$ cat src/core/urx_pkg.sv
// package for the asynchronous receiver: register map, fields, timing
package urx_pkg;
  localparam int CLK_HZ = 40000000;
  localparam logic [2:0] ADDR_BAUD_CTRL = 3'h0;
  localparam logic [2:0] ADDR_RX_DATA = 3'h1;
  localparam logic [2:0] ADDR_RX_STAT = 3'h2;
  localparam logic [2:0] ADDR_DIV_LO = 3'h3;
  localparam logic [2:0] ADDR_DIV_HI = 3'h4;
  localparam logic [2:0] ADDR_TX_STAT = 3'h5;
  localparam logic [2:0] ADDR_IRQ_EN = 3'h6;
  // receive_status_control fields
  localparam int RS_PORT_EN = 7;
  localparam int RS_NINE = 6;
  localparam int RS_SINGLE = 5;
  localparam int RS_RECV_EN = 4;
  localparam int RS_ADDR_DET = 3;
  localparam int RS_FRAME_ERR = 2;
  localparam int RS_OVR_ERR = 1;
  localparam int RS_NINTH = 0;
  // baud_control_reg fields
  localparam int BC_IDLE = 6;
  localparam int BC_WIDE = 3;
  // transmit_status_control fields
  localparam int TS_SYNC = 4;
  localparam int TS_HI_SPEED = 2;
  localparam int TS_TRMT = 1;
  localparam logic [7:0] RST_BYTE = 8'h00;
  localparam logic [7:0] TS_RST = 8'h02;
  localparam logic [7:0] BC_WMASK = 8'h08;
  localparam logic [7:0] TS_WMASK = 8'hfd;
  localparam logic [7:0] RS_WMASK = 8'hf8;
  // oversample ticks per bit and sample point
  localparam logic [3:0] OVS_LAST = 4'hf;
  localparam logic [3:0] OVS_HALF = 4'h7;
  localparam logic [3:0] BITS_8 = 4'h8;
  localparam logic [3:0] BITS_9 = 4'h9;
  localparam logic [1:0] FIFO_DEPTH = 2'h2;
  typedef enum logic [1:0] {URX_IDLE, URX_START, URX_DATA, URX_STOP} urx_state_e;
endpackage : urx_pkg

$ cat src/core/urx_receiver.sv
// asynchronous serial receiver with two-entry fifo, overrun and address detect
//
// Strobed register access and the register offsets were left to the implementer.
`timescale 1ns/1ps
module urx_receiver
  import urx_pkg::*;
(
  input wire logic i_clk, // 40 MHz clock
  input wire logic i_rst_b, // synchronous reset, active low
  input wire logic i_ce, // clock enable
  input wire logic i_rx, // serial receive line
  input wire logic [2:0] i_addr, // register address
  input wire logic [7:0] i_wdata, // write data
  input wire logic i_wr, // write strobe
  input wire logic i_rd, // read strobe
  output logic [7:0] o_rdata, // read data, cycle after strobe
  output logic o_rx_pending, // receive_pending_flag
  output logic o_rx_irq // interrupt request
);

  typedef struct packed {
    logic [7:0] rs;
    logic [7:0] bc;
    logic [7:0] ts;
    logic [7:0] div_lo;
    logic [7:0] div_hi;
    logic irq_en;
    logic [15:0] brg;
    logic [3:0] ovs;
    logic [3:0] nbit;
    logic [8:0] shreg;
    urx_state_e st;
    logic [1:0][9:0] fifo;
    logic rd_ptr;
    logic [1:0] count;
    logic overrun_error_flag;
    logic [7:0] rdata;
    logic rx_q;
  } urx_s;

  urx_s cur;
  urx_s next_cur;

  logic port_on;
  logic rx_on;
  logic tick;
  logic [15:0] brg_top;
  logic [9:0] head;
  logic push;
  logic pop;
  logic keep;

  // =====================================================================
  // baud tick generation
  always_comb begin
    port_on = cur.rs[RS_PORT_EN] && !cur.ts[TS_SYNC];
    rx_on = port_on && cur.rs[RS_RECV_EN];
    // 16x tick from divisor; wide and speed bits scale the period
    if (cur.bc[BC_WIDE] || cur.ts[TS_HI_SPEED]) begin
      brg_top = {cur.div_hi & {8{cur.bc[BC_WIDE]}}, cur.div_lo};
    end else begin
      brg_top = {6'h00, cur.div_lo, 2'h3};
    end
    tick = (cur.brg == 16'h0000);
    head = cur.fifo[cur.rd_ptr];
  end

  // =====================================================================
  // state update
  always_comb begin
    next_cur = cur;
    push = 1'b0;
    pop = 1'b0;
    keep = 1'b0;
    next_cur.rx_q = i_rx;
    next_cur.brg = tick ? brg_top : cur.brg - 16'h0001;
    // register reads
    next_cur.rdata = RST_BYTE;
    if (i_rd) begin
      unique case (i_addr)
        ADDR_BAUD_CTRL: next_cur.rdata = {1'b0, cur.st == URX_IDLE, 2'b00, cur.bc[BC_WIDE], 3'b000};
        ADDR_RX_DATA: begin
          next_cur.rdata = head[7:0];
          pop = (cur.count != 2'h0);
        end
        ADDR_RX_STAT: next_cur.rdata = {cur.rs[7:3], cur.count != 2'h0 && head[9], cur.overrun_error_flag,
          cur.count != 2'h0 && head[8]};
        ADDR_DIV_LO: next_cur.rdata = cur.div_lo;
        ADDR_DIV_HI: next_cur.rdata = cur.div_hi;
        ADDR_TX_STAT: next_cur.rdata = cur.ts | TS_RST;
        ADDR_IRQ_EN: next_cur.rdata = {7'h00, cur.irq_en};
        default: next_cur.rdata = RST_BYTE;
      endcase
    end
    // register writes
    if (i_wr) begin
      unique case (i_addr)
        ADDR_BAUD_CTRL: next_cur.bc = i_wdata & BC_WMASK;
        ADDR_RX_STAT: next_cur.rs = i_wdata & RS_WMASK;
        ADDR_DIV_LO: begin
          next_cur.div_lo = i_wdata;
          next_cur.brg = 16'h0000;
        end
        ADDR_DIV_HI: begin
          next_cur.div_hi = i_wdata;
          next_cur.brg = 16'h0000;
        end
        ADDR_TX_STAT: next_cur.ts = i_wdata & TS_WMASK;
        ADDR_IRQ_EN: next_cur.irq_en = i_wdata[0];
        default: ;
      endcase
    end
    // receive engine
    if (tick) begin
      next_cur.ovs = cur.ovs + 4'h1;
      unique case (cur.st)
        URX_IDLE: begin
          next_cur.ovs = 4'h0;
          if (rx_on && !cur.overrun_error_flag && cur.rx_q && !i_rx) begin
            next_cur.st = URX_START;
          end
        end
        URX_START: if (cur.ovs == OVS_HALF) begin
          next_cur.ovs = 4'h0;
          next_cur.nbit = 4'h0;
          next_cur.st = i_rx ? URX_IDLE : URX_DATA;
        end
        URX_DATA: if (cur.ovs == OVS_LAST) begin
          next_cur.shreg = {i_rx, cur.shreg[8:1]};
          next_cur.nbit = cur.nbit + 4'h1;
          if (cur.nbit + 4'h1 == (cur.rs[RS_NINE] ? BITS_9 : BITS_8)) begin
            next_cur.st = URX_STOP;
          end
        end
        URX_STOP: if (cur.ovs == OVS_LAST) begin
          next_cur.st = URX_IDLE;
          // align eight-bit characters to the low bits
          next_cur.shreg = cur.rs[RS_NINE] ? cur.shreg : {1'h0, cur.shreg[8:1]};
          keep = !(cur.rs[RS_NINE] && cur.rs[RS_ADDR_DET]) || cur.shreg[8];
          if (keep) begin
            push = 1'b1;
          end
        end
      endcase
    end
    // a full buffer with no read this cycle refuses the character
    if (push && cur.count == FIFO_DEPTH && !pop) begin
      next_cur.overrun_error_flag = 1'b1;
      push = 1'b0;
    end
    // write slot is oldest plus count, whether or not a read frees the head now
    if (push) begin
      next_cur.fifo[cur.rd_ptr ^ cur.count[0]] =
        {!i_rx, next_cur.shreg};
    end
    if (pop) begin
      next_cur.rd_ptr = !cur.rd_ptr;
    end
    next_cur.count = cur.count + {1'b0, push} - {1'b0, pop};
    // disabling the receiver clears overrun; disabling the port also empties the buffer
    if (!cur.rs[RS_RECV_EN]) begin
      next_cur.overrun_error_flag = 1'b0;
      next_cur.st = URX_IDLE;
    end
    if (!cur.rs[RS_PORT_EN]) begin
      next_cur.overrun_error_flag = 1'b0;
      next_cur.count = 2'h0;
      next_cur.rd_ptr = 1'b0;
      next_cur.st = URX_IDLE;
    end
  end

  always_ff @(posedge i_clk) begin
    if (!i_rst_b) begin
      cur <= '0;
      cur.ts <= TS_RST;
      cur.rx_q <= 1'b1;
    end else if (i_ce) begin
      cur <= next_cur;
    end
  end

  // =====================================================================
  // outputs
  assign o_rdata = cur.rdata;
  assign o_rx_pending = rx_on && (cur.count != 2'h0);
  assign o_rx_irq = o_rx_pending && cur.irq_en;

  // =====================================================================
  // assertions
  AST_OVR_HOLD: assert property (@(posedge i_clk) disable iff (!i_rst_b)
    cur.overrun_error_flag && cur.rs[RS_RECV_EN] && cur.rs[RS_PORT_EN] && i_ce |=> cur.overrun_error_flag)
    else $error("overrun flag dropped while enabled");
  AST_OVR_CLR: assert property (@(posedge i_clk) disable iff (!i_rst_b)
    i_ce && !cur.rs[RS_RECV_EN] |=> !cur.overrun_error_flag)
    else $error("overrun flag not cleared");
  AST_NO_RX_OVR: assert property (@(posedge i_clk) disable iff (!i_rst_b)
    cur.overrun_error_flag && !pop && i_ce && cur.rs[RS_PORT_EN] |=> cur.count == $past(cur.count))
    else $error("buffer changed during overrun");
  AST_CNT_MAX: assert property (@(posedge i_clk) disable iff (!i_rst_b)
    cur.count <= FIFO_DEPTH)
    else $error("buffer count above two");
  AST_PEND: assert property (@(posedge i_clk) disable iff (!i_rst_b)
    o_rx_pending == (cur.rs[RS_RECV_EN] && cur.rs[RS_PORT_EN] && !cur.ts[TS_SYNC] && cur.count != 2'h0))
    else $error("pending flag mismatch");
  AST_IRQ: assert property (@(posedge i_clk) disable iff (!i_rst_b)
    o_rx_irq |-> o_rx_pending && cur.irq_en)
    else $error("irq without cause");
  AST_ADDR: assert property (@(posedge i_clk) disable iff (!i_rst_b)
    push && cur.rs[RS_NINE] && cur.rs[RS_ADDR_DET] |-> next_cur.shreg[8])
    else $error("non-address character accepted");
  AST_ABORT: assert property (@(posedge i_clk) disable iff (!i_rst_b)
    i_ce && tick && cur.st == URX_START && cur.ovs == OVS_HALF && i_rx |=> cur.st == URX_IDLE && !cur.overrun_error_flag)
    else $error("false start not abandoned");
  AST_POP: assert property (@(posedge i_clk) disable iff (!i_rst_b)
    i_ce && pop && !push && cur.rs[RS_PORT_EN] |=> cur.count == $past(cur.count) - 2'h1)
    else $error("data read did not advance buffer");

  // =====================================================================
  // receive engine and read path checks
  AST_PEND_OFF: assert property (@(posedge i_clk) disable iff (!i_rst_b)
    !cur.rs[RS_RECV_EN] || !cur.rs[RS_PORT_EN] |-> !o_rx_pending)
    else $error("pending flag while receiver off");
  AST_PUSH_GROW: assert property (@(posedge i_clk) disable iff (!i_rst_b)
    i_ce && push && !pop && cur.rs[RS_PORT_EN] |=> cur.count == $past(cur.count) + 2'h1)
    else $error("received character not buffered");
  AST_OVR_SET: assert property (@(posedge i_clk) disable iff (!i_rst_b)
    i_ce && tick && cur.st == URX_STOP && cur.ovs == OVS_LAST && keep && cur.count == FIFO_DEPTH
      && !pop && cur.rs[RS_RECV_EN] && cur.rs[RS_PORT_EN] |=> cur.overrun_error_flag)
    else $error("third character did not raise overrun");
  AST_FULL_KEEP: assert property (@(posedge i_clk) disable iff (!i_rst_b)
    i_ce && cur.count == FIFO_DEPTH && !pop && cur.rs[RS_PORT_EN] |=> cur.fifo == $past(cur.fifo))
    else $error("buffered character overwritten");
  AST_NO_START_OVR: assert property (@(posedge i_clk) disable iff (!i_rst_b)
    i_ce && cur.overrun_error_flag && cur.st == URX_IDLE |=> cur.st == URX_IDLE)
    else $error("reception started during overrun");
  AST_START_OK: assert property (@(posedge i_clk) disable iff (!i_rst_b)
    i_ce && tick && cur.st == URX_START && cur.ovs == OVS_HALF && !i_rx && cur.rs[RS_RECV_EN]
      && cur.rs[RS_PORT_EN] |=> cur.st == URX_DATA)
    else $error("valid start bit abandoned");
  AST_BIT_STEP: assert property (@(posedge i_clk) disable iff (!i_rst_b)
    i_ce && tick && cur.st == URX_DATA && cur.ovs != OVS_LAST && cur.rs[RS_RECV_EN] && cur.rs[RS_PORT_EN]
      |=> cur.nbit == $past(cur.nbit))
    else $error("shifter advanced between bit centres");
  AST_BIT_ADV: assert property (@(posedge i_clk) disable iff (!i_rst_b)
    i_ce && tick && cur.st == URX_DATA && cur.ovs == OVS_LAST && cur.rs[RS_RECV_EN] && cur.rs[RS_PORT_EN]
      |=> cur.nbit == $past(cur.nbit) + 4'h1)
    else $error("shifter missed a bit");
  AST_NINE_COUNT: assert property (@(posedge i_clk) disable iff (!i_rst_b)
    i_ce && tick && cur.st == URX_DATA && cur.ovs == OVS_LAST && cur.nbit == BITS_8 - 4'h1
      && cur.rs[RS_NINE] && cur.rs[RS_RECV_EN] && cur.rs[RS_PORT_EN] |=> cur.st == URX_DATA)
    else $error("ninth data bit skipped");
  AST_STOP_GO: assert property (@(posedge i_clk) disable iff (!i_rst_b)
    i_ce && tick && cur.st == URX_STOP && cur.ovs == OVS_LAST |=> cur.st == URX_IDLE)
    else $error("receiver stuck after stop bit");
  AST_FILTER_DROP: assert property (@(posedge i_clk) disable iff (!i_rst_b)
    i_ce && tick && cur.st == URX_STOP && cur.ovs == OVS_LAST && cur.rs[RS_NINE] && cur.rs[RS_ADDR_DET]
      && !cur.shreg[8] |-> !push)
    else $error("data character passed the address filter");
  AST_PASS_ALL: assert property (@(posedge i_clk) disable iff (!i_rst_b)
    i_ce && tick && cur.st == URX_STOP && cur.ovs == OVS_LAST && !cur.rs[RS_ADDR_DET]
      && (cur.count != FIFO_DEPTH || pop) |-> push)
    else $error("character lost with address detect clear");
  AST_PORT_OFF: assert property (@(posedge i_clk) disable iff (!i_rst_b)
    i_ce && !cur.rs[RS_PORT_EN] |=> cur.count == 2'h0 && cur.st == URX_IDLE && !cur.overrun_error_flag)
    else $error("port disable did not reset the receiver");
  AST_RD_DATA: assert property (@(posedge i_clk) disable iff (!i_rst_b)
    i_ce && i_rd && i_addr == ADDR_RX_DATA |=> o_rdata == $past(head[7:0]))
    else $error("data read returned wrong byte");
  AST_RD_NINTH: assert property (@(posedge i_clk) disable iff (!i_rst_b)
    i_ce && i_rd && i_addr == ADDR_RX_STAT && cur.count != 2'h0 |=> o_rdata[RS_NINTH] == $past(head[8]))
    else $error("ninth bit status not from oldest character");
  AST_RD_FRAME: assert property (@(posedge i_clk) disable iff (!i_rst_b)
    i_ce && i_rd && i_addr == ADDR_RX_STAT && cur.count != 2'h0 |=> o_rdata[RS_FRAME_ERR] == $past(head[9]))
    else $error("framing status not from oldest character");
  AST_RD_OVR: assert property (@(posedge i_clk) disable iff (!i_rst_b)
    i_ce && i_rd && i_addr == ADDR_RX_STAT |=> o_rdata[RS_OVR_ERR] == $past(cur.overrun_error_flag))
    else $error("overrun status misreported");
  AST_RD_QUIET: assert property (@(posedge i_clk) disable iff (!i_rst_b)
    i_ce && !i_rd |=> o_rdata == RST_BYTE)
    else $error("read data outside its cycle");

endmodule : urx_receiver

$ cat config.mk
export PLATFORM = sky130hd
export DESIGN_NAME = urx_receiver
export DESIGN_NICKNAME = d
export VERILOG_FILES = /design/src/core/urx_pkg.sv /design/src/core/urx_receiver.sv
export SDC_FILE = /design/constraint.sdc
export NUM_CORES = 1
export LEC_CHECK = 0
export BUFFER_PORTS_ARGS = -buffer_cell sky130_fd_sc_hd__buf_2
export CORE_MARGIN = 10
export CORE_UTILIZATION = 50
export DETAILED_ROUTE_END_ITERATION = 10
export GPL_TIMING_DRIVEN = 0
export PLACE_DENSITY = 0.63
export SLEW_MARGIN = 25
export SYNTH_ARGS = -nofsm -noshare
export SYNTH_HDL_FRONTEND = slang
export SYNTH_SLANG_ARGS = --single-unit
$ cat constraint.sdc
create_clock -name i_clk -period 3.5 [get_ports i_clk]
set_clock_uncertainty 0.05 [all_clocks]
set_input_delay 0.525 -clock i_clk [delete_from_list [all_inputs] [get_ports i_clk]]
set_output_delay 0.525 -clock i_clk [all_outputs]
set_load 0.01 [all_outputs]
# == Word level (Yosys, flattened, before mapping) ==
# Index checks and enable logic that the tools add are counted.
# op_classes
n_addsub,5
order_cmp,3
eq_ne,23
muxes,38
n_bitwise,2
reduce_logical,39
# ops
op,n
16-bit 2-to-1 mux,4
8-bit one-hot mux with 7 select lines,1
10-bit 2-to-1 mux,3
11-bit 2-to-1 mux,2
20-bit bitwise mux,1
9-bit one-hot mux with 2 select lines,1
3-bit AND reduction,6
16-bit logical NOT,1
8-bit 2-to-1 mux,2
4-bit inequality test (second input constant),4
4-bit one-hot mux with 2 select lines,2
16-bit by 1-bit subtractor with 16-bit output (second input constant),1
15-bit 2-to-1 mux,1
1-bit logical AND,13
2-bit 2-to-1 mux,6
1-bit 2-to-1 mux,11
10-bit demux with 1-bit select,1
3-bit equality test (second input constant),3
9-bit 2-to-1 mux,1
4-bit by 1-bit adder with 4-bit output (second input constant),2
8-bit bitwise AND,1
2-bit one-hot mux with 4 select lines,1
2-bit AND reduction,4
7-bit AND reduction,1
24 further kinds,37
# word_totals
regBits,99
in_bits,17
out_inout_bits,10
wordCells,128

# == Depth between registers and ports, before layout ==
# depth
ltp_word,13
depth_mapped,14
ltp_nobuf,13

# == Worst setup path after synthesis ==
# OpenSTA, ideal clock, no wires.
# synth_path
path_kind,register -> register
startpoint,reg cur[52] (netlist name)
endpoint,reg cur[11] (netlist name)
setup_time_ns,0.128
t_arrival_ns,2.736
required_time_ns,3.322
slack_ns,0.586
path_stages_with_launch,14
path_cell_list,dfxtp_1 > inv_1 > ha_1 > nor4b_1 > nand4_2 > buf_2 > or3_1 > ha_1 > inv_1 > ha_1 > xnor2_1 > o21ai_0 > a22oi_1 > nor2_1
# synth_between
elab_chain_len,8
# synth_lines
element,line_no,source
"start, declared",urx_receiver.sv:41,urx_s cur;
"start signal, assigned",urx_receiver.sv:179,cur <= next_cur;
16-bit logical NOT *,urx_receiver.sv:64,tick = (cur.brg == 16'h0000);
1-bit 2-to-1 mux *,urx_receiver.sv:114,if (tick) begin
1-bit logical AND (2 in a row),urx_receiver.sv:147,if (push && cur.count == FIFO_DEPTH && !pop) begin
1-bit 2-to-1 mux *,urx_receiver.sv:147,
2-bit by 1-bit adder with 2-bit output *,urx_receiver.sv:159,"next_cur.count = cur.count + {1'b0, push} - {1'b0, pop};"
2-bit by 1-bit subtractor with 2-bit output *,urx_receiver.sv:159,
4-bit 2-to-1 mux *,urx_receiver.sv:165,if (!cur.rs[RS_PORT_EN]) begin
# Mark *: on every way between the ends. The rest lies on a longest branch, timed or not.
# A chain may end at the register's enable or synchronous reset.

# == Final worst setup path ==
# Same ends and word-level chain as after synthesis.

==> flow_metrics.tcl <==
set metrics [dict create \
    outcome "finished, final reports clean" \
    vias 4811 \
    syn-num-nets 654 \
    numCtsBuffers 9 \
    fillers 977 \
    r2r_cells 13 \
    cp_cell_sequence "inv_1 > ha_1 > nor4b_1 > nand4_2 > buf_2 > or3_1 > ha_1 > inv_1 > ha_1 > xnor2_1 > o21ai_0 > a22oi_1 > nor2_1" \
    root_buffer "clkbuf_8" \
    gp_congestion 0.912 \
    grt_max_degree 18 \
    maxCapViolations 0 \
    whs_ns 0.344 \
    synth-compound-area-share_pct 21.0 \
    dpl.hpwl_um 11700 \
    yosys.cell_count.top_type "dfxtp_1" \
    cts.sink_count 98 \
    synth_xor_area_share_pct 1.33 \
    synth_top_family_by_area "simple AND/OR/NAND/NOR gates" \
    ys_seq_area_share_pct 37.1 \
    grt_overflow 0 \
    grt_pass1_wl_um 25000 \
    crit_arrival_ns 3.45 \
    min_period_ns 3.24 \
    path_class "reg2reg" \
    yosys_register_bits 98 \
    drt_first_iter_violations 460 \
    nets 692 \
    fin_crit_sh_pct 92.7 \
    regArea_mm2 0.00196 \
    timing.rr.end "cur[11]" \
    ioPinCount 27 \
    cp_slowest_stage_delay_ns 0.41 \
    powerDensity_mw_per_mm2 604 \
    firstDrtPassIters 5 \
    rows 37 \
    relSlewSlack_pct 43.4 \
    synth_common_cells "98 x dfxtp_1, 62 x a21oi_1, 55 x nand2_1, 55 x nor2_1, 50 x mux2i_1" \
    start_util_pct 51.2 \
    end_kind "register" \
    wl_met3_um 899 \
    cp_common_cell "ha_1" \
    cpMaxStageDelayCell "nor4b_1" \
    io_buffers 25 \
    clk_latency_ns 0.38 \
    yosysTopAreaCell "dfxtp_1" \
    required_ns 3.71 \
    hold_viol_final 0 \
    antenna_found_initial 0 \
    wl_met1_um 7120 \
    die_y_um 123 \
    die-width_um 123 \
    syn_to_final_growth_pct 9.69 \
    crit_fanout 10 \
    postCtsHoldBufs 0 \
    routedWlPerCell_um 19.4 \
    instances_no_fill 807 \
    drcViolationCount 0 \
    startpoint "cur[52]" \
    n_antenna_cell 0 \
    worstSetupStartpointType "register" \
    htree_levels 3 \
    cts_tree "built" \
    yosys.area_share.adder_pct 2.13 \
    drt-total-wl_um 15700 \
    synth.area.mux_share_pct 11.4 \
    r2r_start "cur[52]" \
    place_inst 789 \
    critPathBufInv 3 \
    final_util_pct 56.1 \
    yosys_most_used_dff "dfxtp_1" \
    netlist_instances 628 \
    p_leak_nw 2.12 \
    multiInputGateArea_mm2 0.00305 \
    synth-simple-area-share_pct 21.9 \
    die_area_mm2 0.0151 \
    clk_path_buf_depth 2 \
    grt_use_total_pct 21.0 \
    synth_area_mm2 0.00528 \
    coreArea_mm2 0.0103 \
    synth_edf_count 0 \
    timing.fmax_mhz 308 \
    hp-class "in2reg" \
    rsz0062_at_grt "false" \
    ff2ff_setup_slack_ns 0.26 \
    peakVddDrop_mv 0.581 \
    drive_gt1_share_pct 12.4 \
    crit_end "cur[11]" \
    drv_slew 0 \
    clkSlewWorstSetupHoldPaths_ns 0.10 \
    route.met2.wl_um 7350 \
    synth_top_cell_area_share_pct 37.1 \
    yosysWarnings 0 \
    grt_pass1_vias 4606 \
    worst-path-stages 13 \
    ys_types 62 \
    postRouteAntennaNets 0 \
    critPathTopFamily "simple AND/OR/NAND/NOR gates" \
    vias_per_cell 5.96 \
    tns_ns 0 \
    synth.avg_cell_area_um2 8.41 \
    synth_area_leaders "dfxtp_1 37%, mux2i_1 9.5%, a21oi_1 5.9%" \
    maxUsedRoutingLayer "met4" \
    tightest_slew_ns 0.846 \
    setup_viol 0 \
    cts-resized-gates 0 \
    async_reset_ff_share_pct 0 \
]
[worst min path at each step]
stage	slack (ns)	to	cells after the start	startpoint
after floorplan	0.37	o_rdata[3]	2	o_rdata[3]
after global placement	0.39	cur[35]	2	cur[35]
after detailed placement	0.40	o_rdata[3]	2	o_rdata[3]
after CTS	0.34	cur[0]	3	i_rx
after global routing	0.36	cur[0]	3	i_rx
final	0.34	cur[0]	3	i_rx
[area by class of cell]
cell class,instances,area share (%)
Sequential cell,98,33.9
Inverter,11,0.713
Tap cell,136,2.94
Multi-Input combinational cell,472,52.7
Clock inverter,6,1.27
Timing Repair Buffer,27,2.42
Clock buffer,10,2.20
Buffer,47,3.93
[report_power, final]
group          internal (W)  switching (W)  total (W)
Clock              0.000340       0.000432   0.000771
Combinational      0.000536       0.000899    0.00143
Sequential          0.00119       0.000100    0.00129
[tightest hold or removal path, delay by kind of cell]
kind	cells	cell delay [ns]
buffers and inverters	1	0.10
muxes	1	0.06
and+or+nand+nor	1	0.05
[repair_timing]
action	CTS	global route
setup endpoints to repair	0	1
buffers inserted	0	2
endpoints found under the hold margin	0	0
[sequential cells by signal, summed over array words and instances, names as in the netlist]
| name | count |
|---|---|
| cur | 90 |
| o_rdata | 8 |
[cells by family (layout without fill, tap and decap cells)]
family | count (synthesis) | after routing
xor+xnor | 8 | 8
simple gates | 217 | 217
compound gates | 180 | 180
fa+ha+maj | 9 | 9
flops | 98 | 98
buf+inv | 58 | 101
mux | 58 | 58
[per-layer routing]
metal  vias to the layer above  track usage (%)
met5                         -                0
met4                         0             8.17
met3                        22             3.17
met2                       145             33.8
met1                      2293             27.8
li1                       2351                -
[through the flow]
| step | setup slack (ns) | cell area, µm² | total power, W |
|---|---|---|---|
| 6_report | 0.257 | 5790 | 0.00350 |
| 5_1_grt | 0.0186 | 5790 | 0.00369 |
| 4_1_cts | 0.0764 | 5780 | 0.00344 |
| 3_5_place_dp | 0.0991 | 5580 | 0.00269 |
| 3_3_place_gp | 0.162 | 5580 | 0.00268 |
| 2_1_floorplan | 0.586 | 5280 | 0.00232 |
[cell usage in the layout, fill, tap and decap left out, types with 3 or more instances in the layout]
cell type,count
nor3b_1,5
dfxtp_1,98
nor3_1,10
buf_2,33
and3b_1,3
o22ai_1,5
mux2i_1,50
xor2_1,4
and4_1,4
buf_4,13
inv_1,11
a31oi_1,3
or3_1,7
nor2b_1,7
mux2_2,7
xnor2_1,4
and2_1,5
nand2b_1,8
a211oi_1,26
o21ai_0,42
clkbuf_1,25
a21oi_1,62
nand4_1,3
nor4_4,3
a22oi_1,6
ha_1,9
clkbuf_8,9
a22o_1,4
o21a_1,11
nand3_1,25
and3_1,5
buf_1,4
nor4_1,4
nand2_1,55
nor2_1,55
a32o_1,3
(Power assumes the default switching activity.)
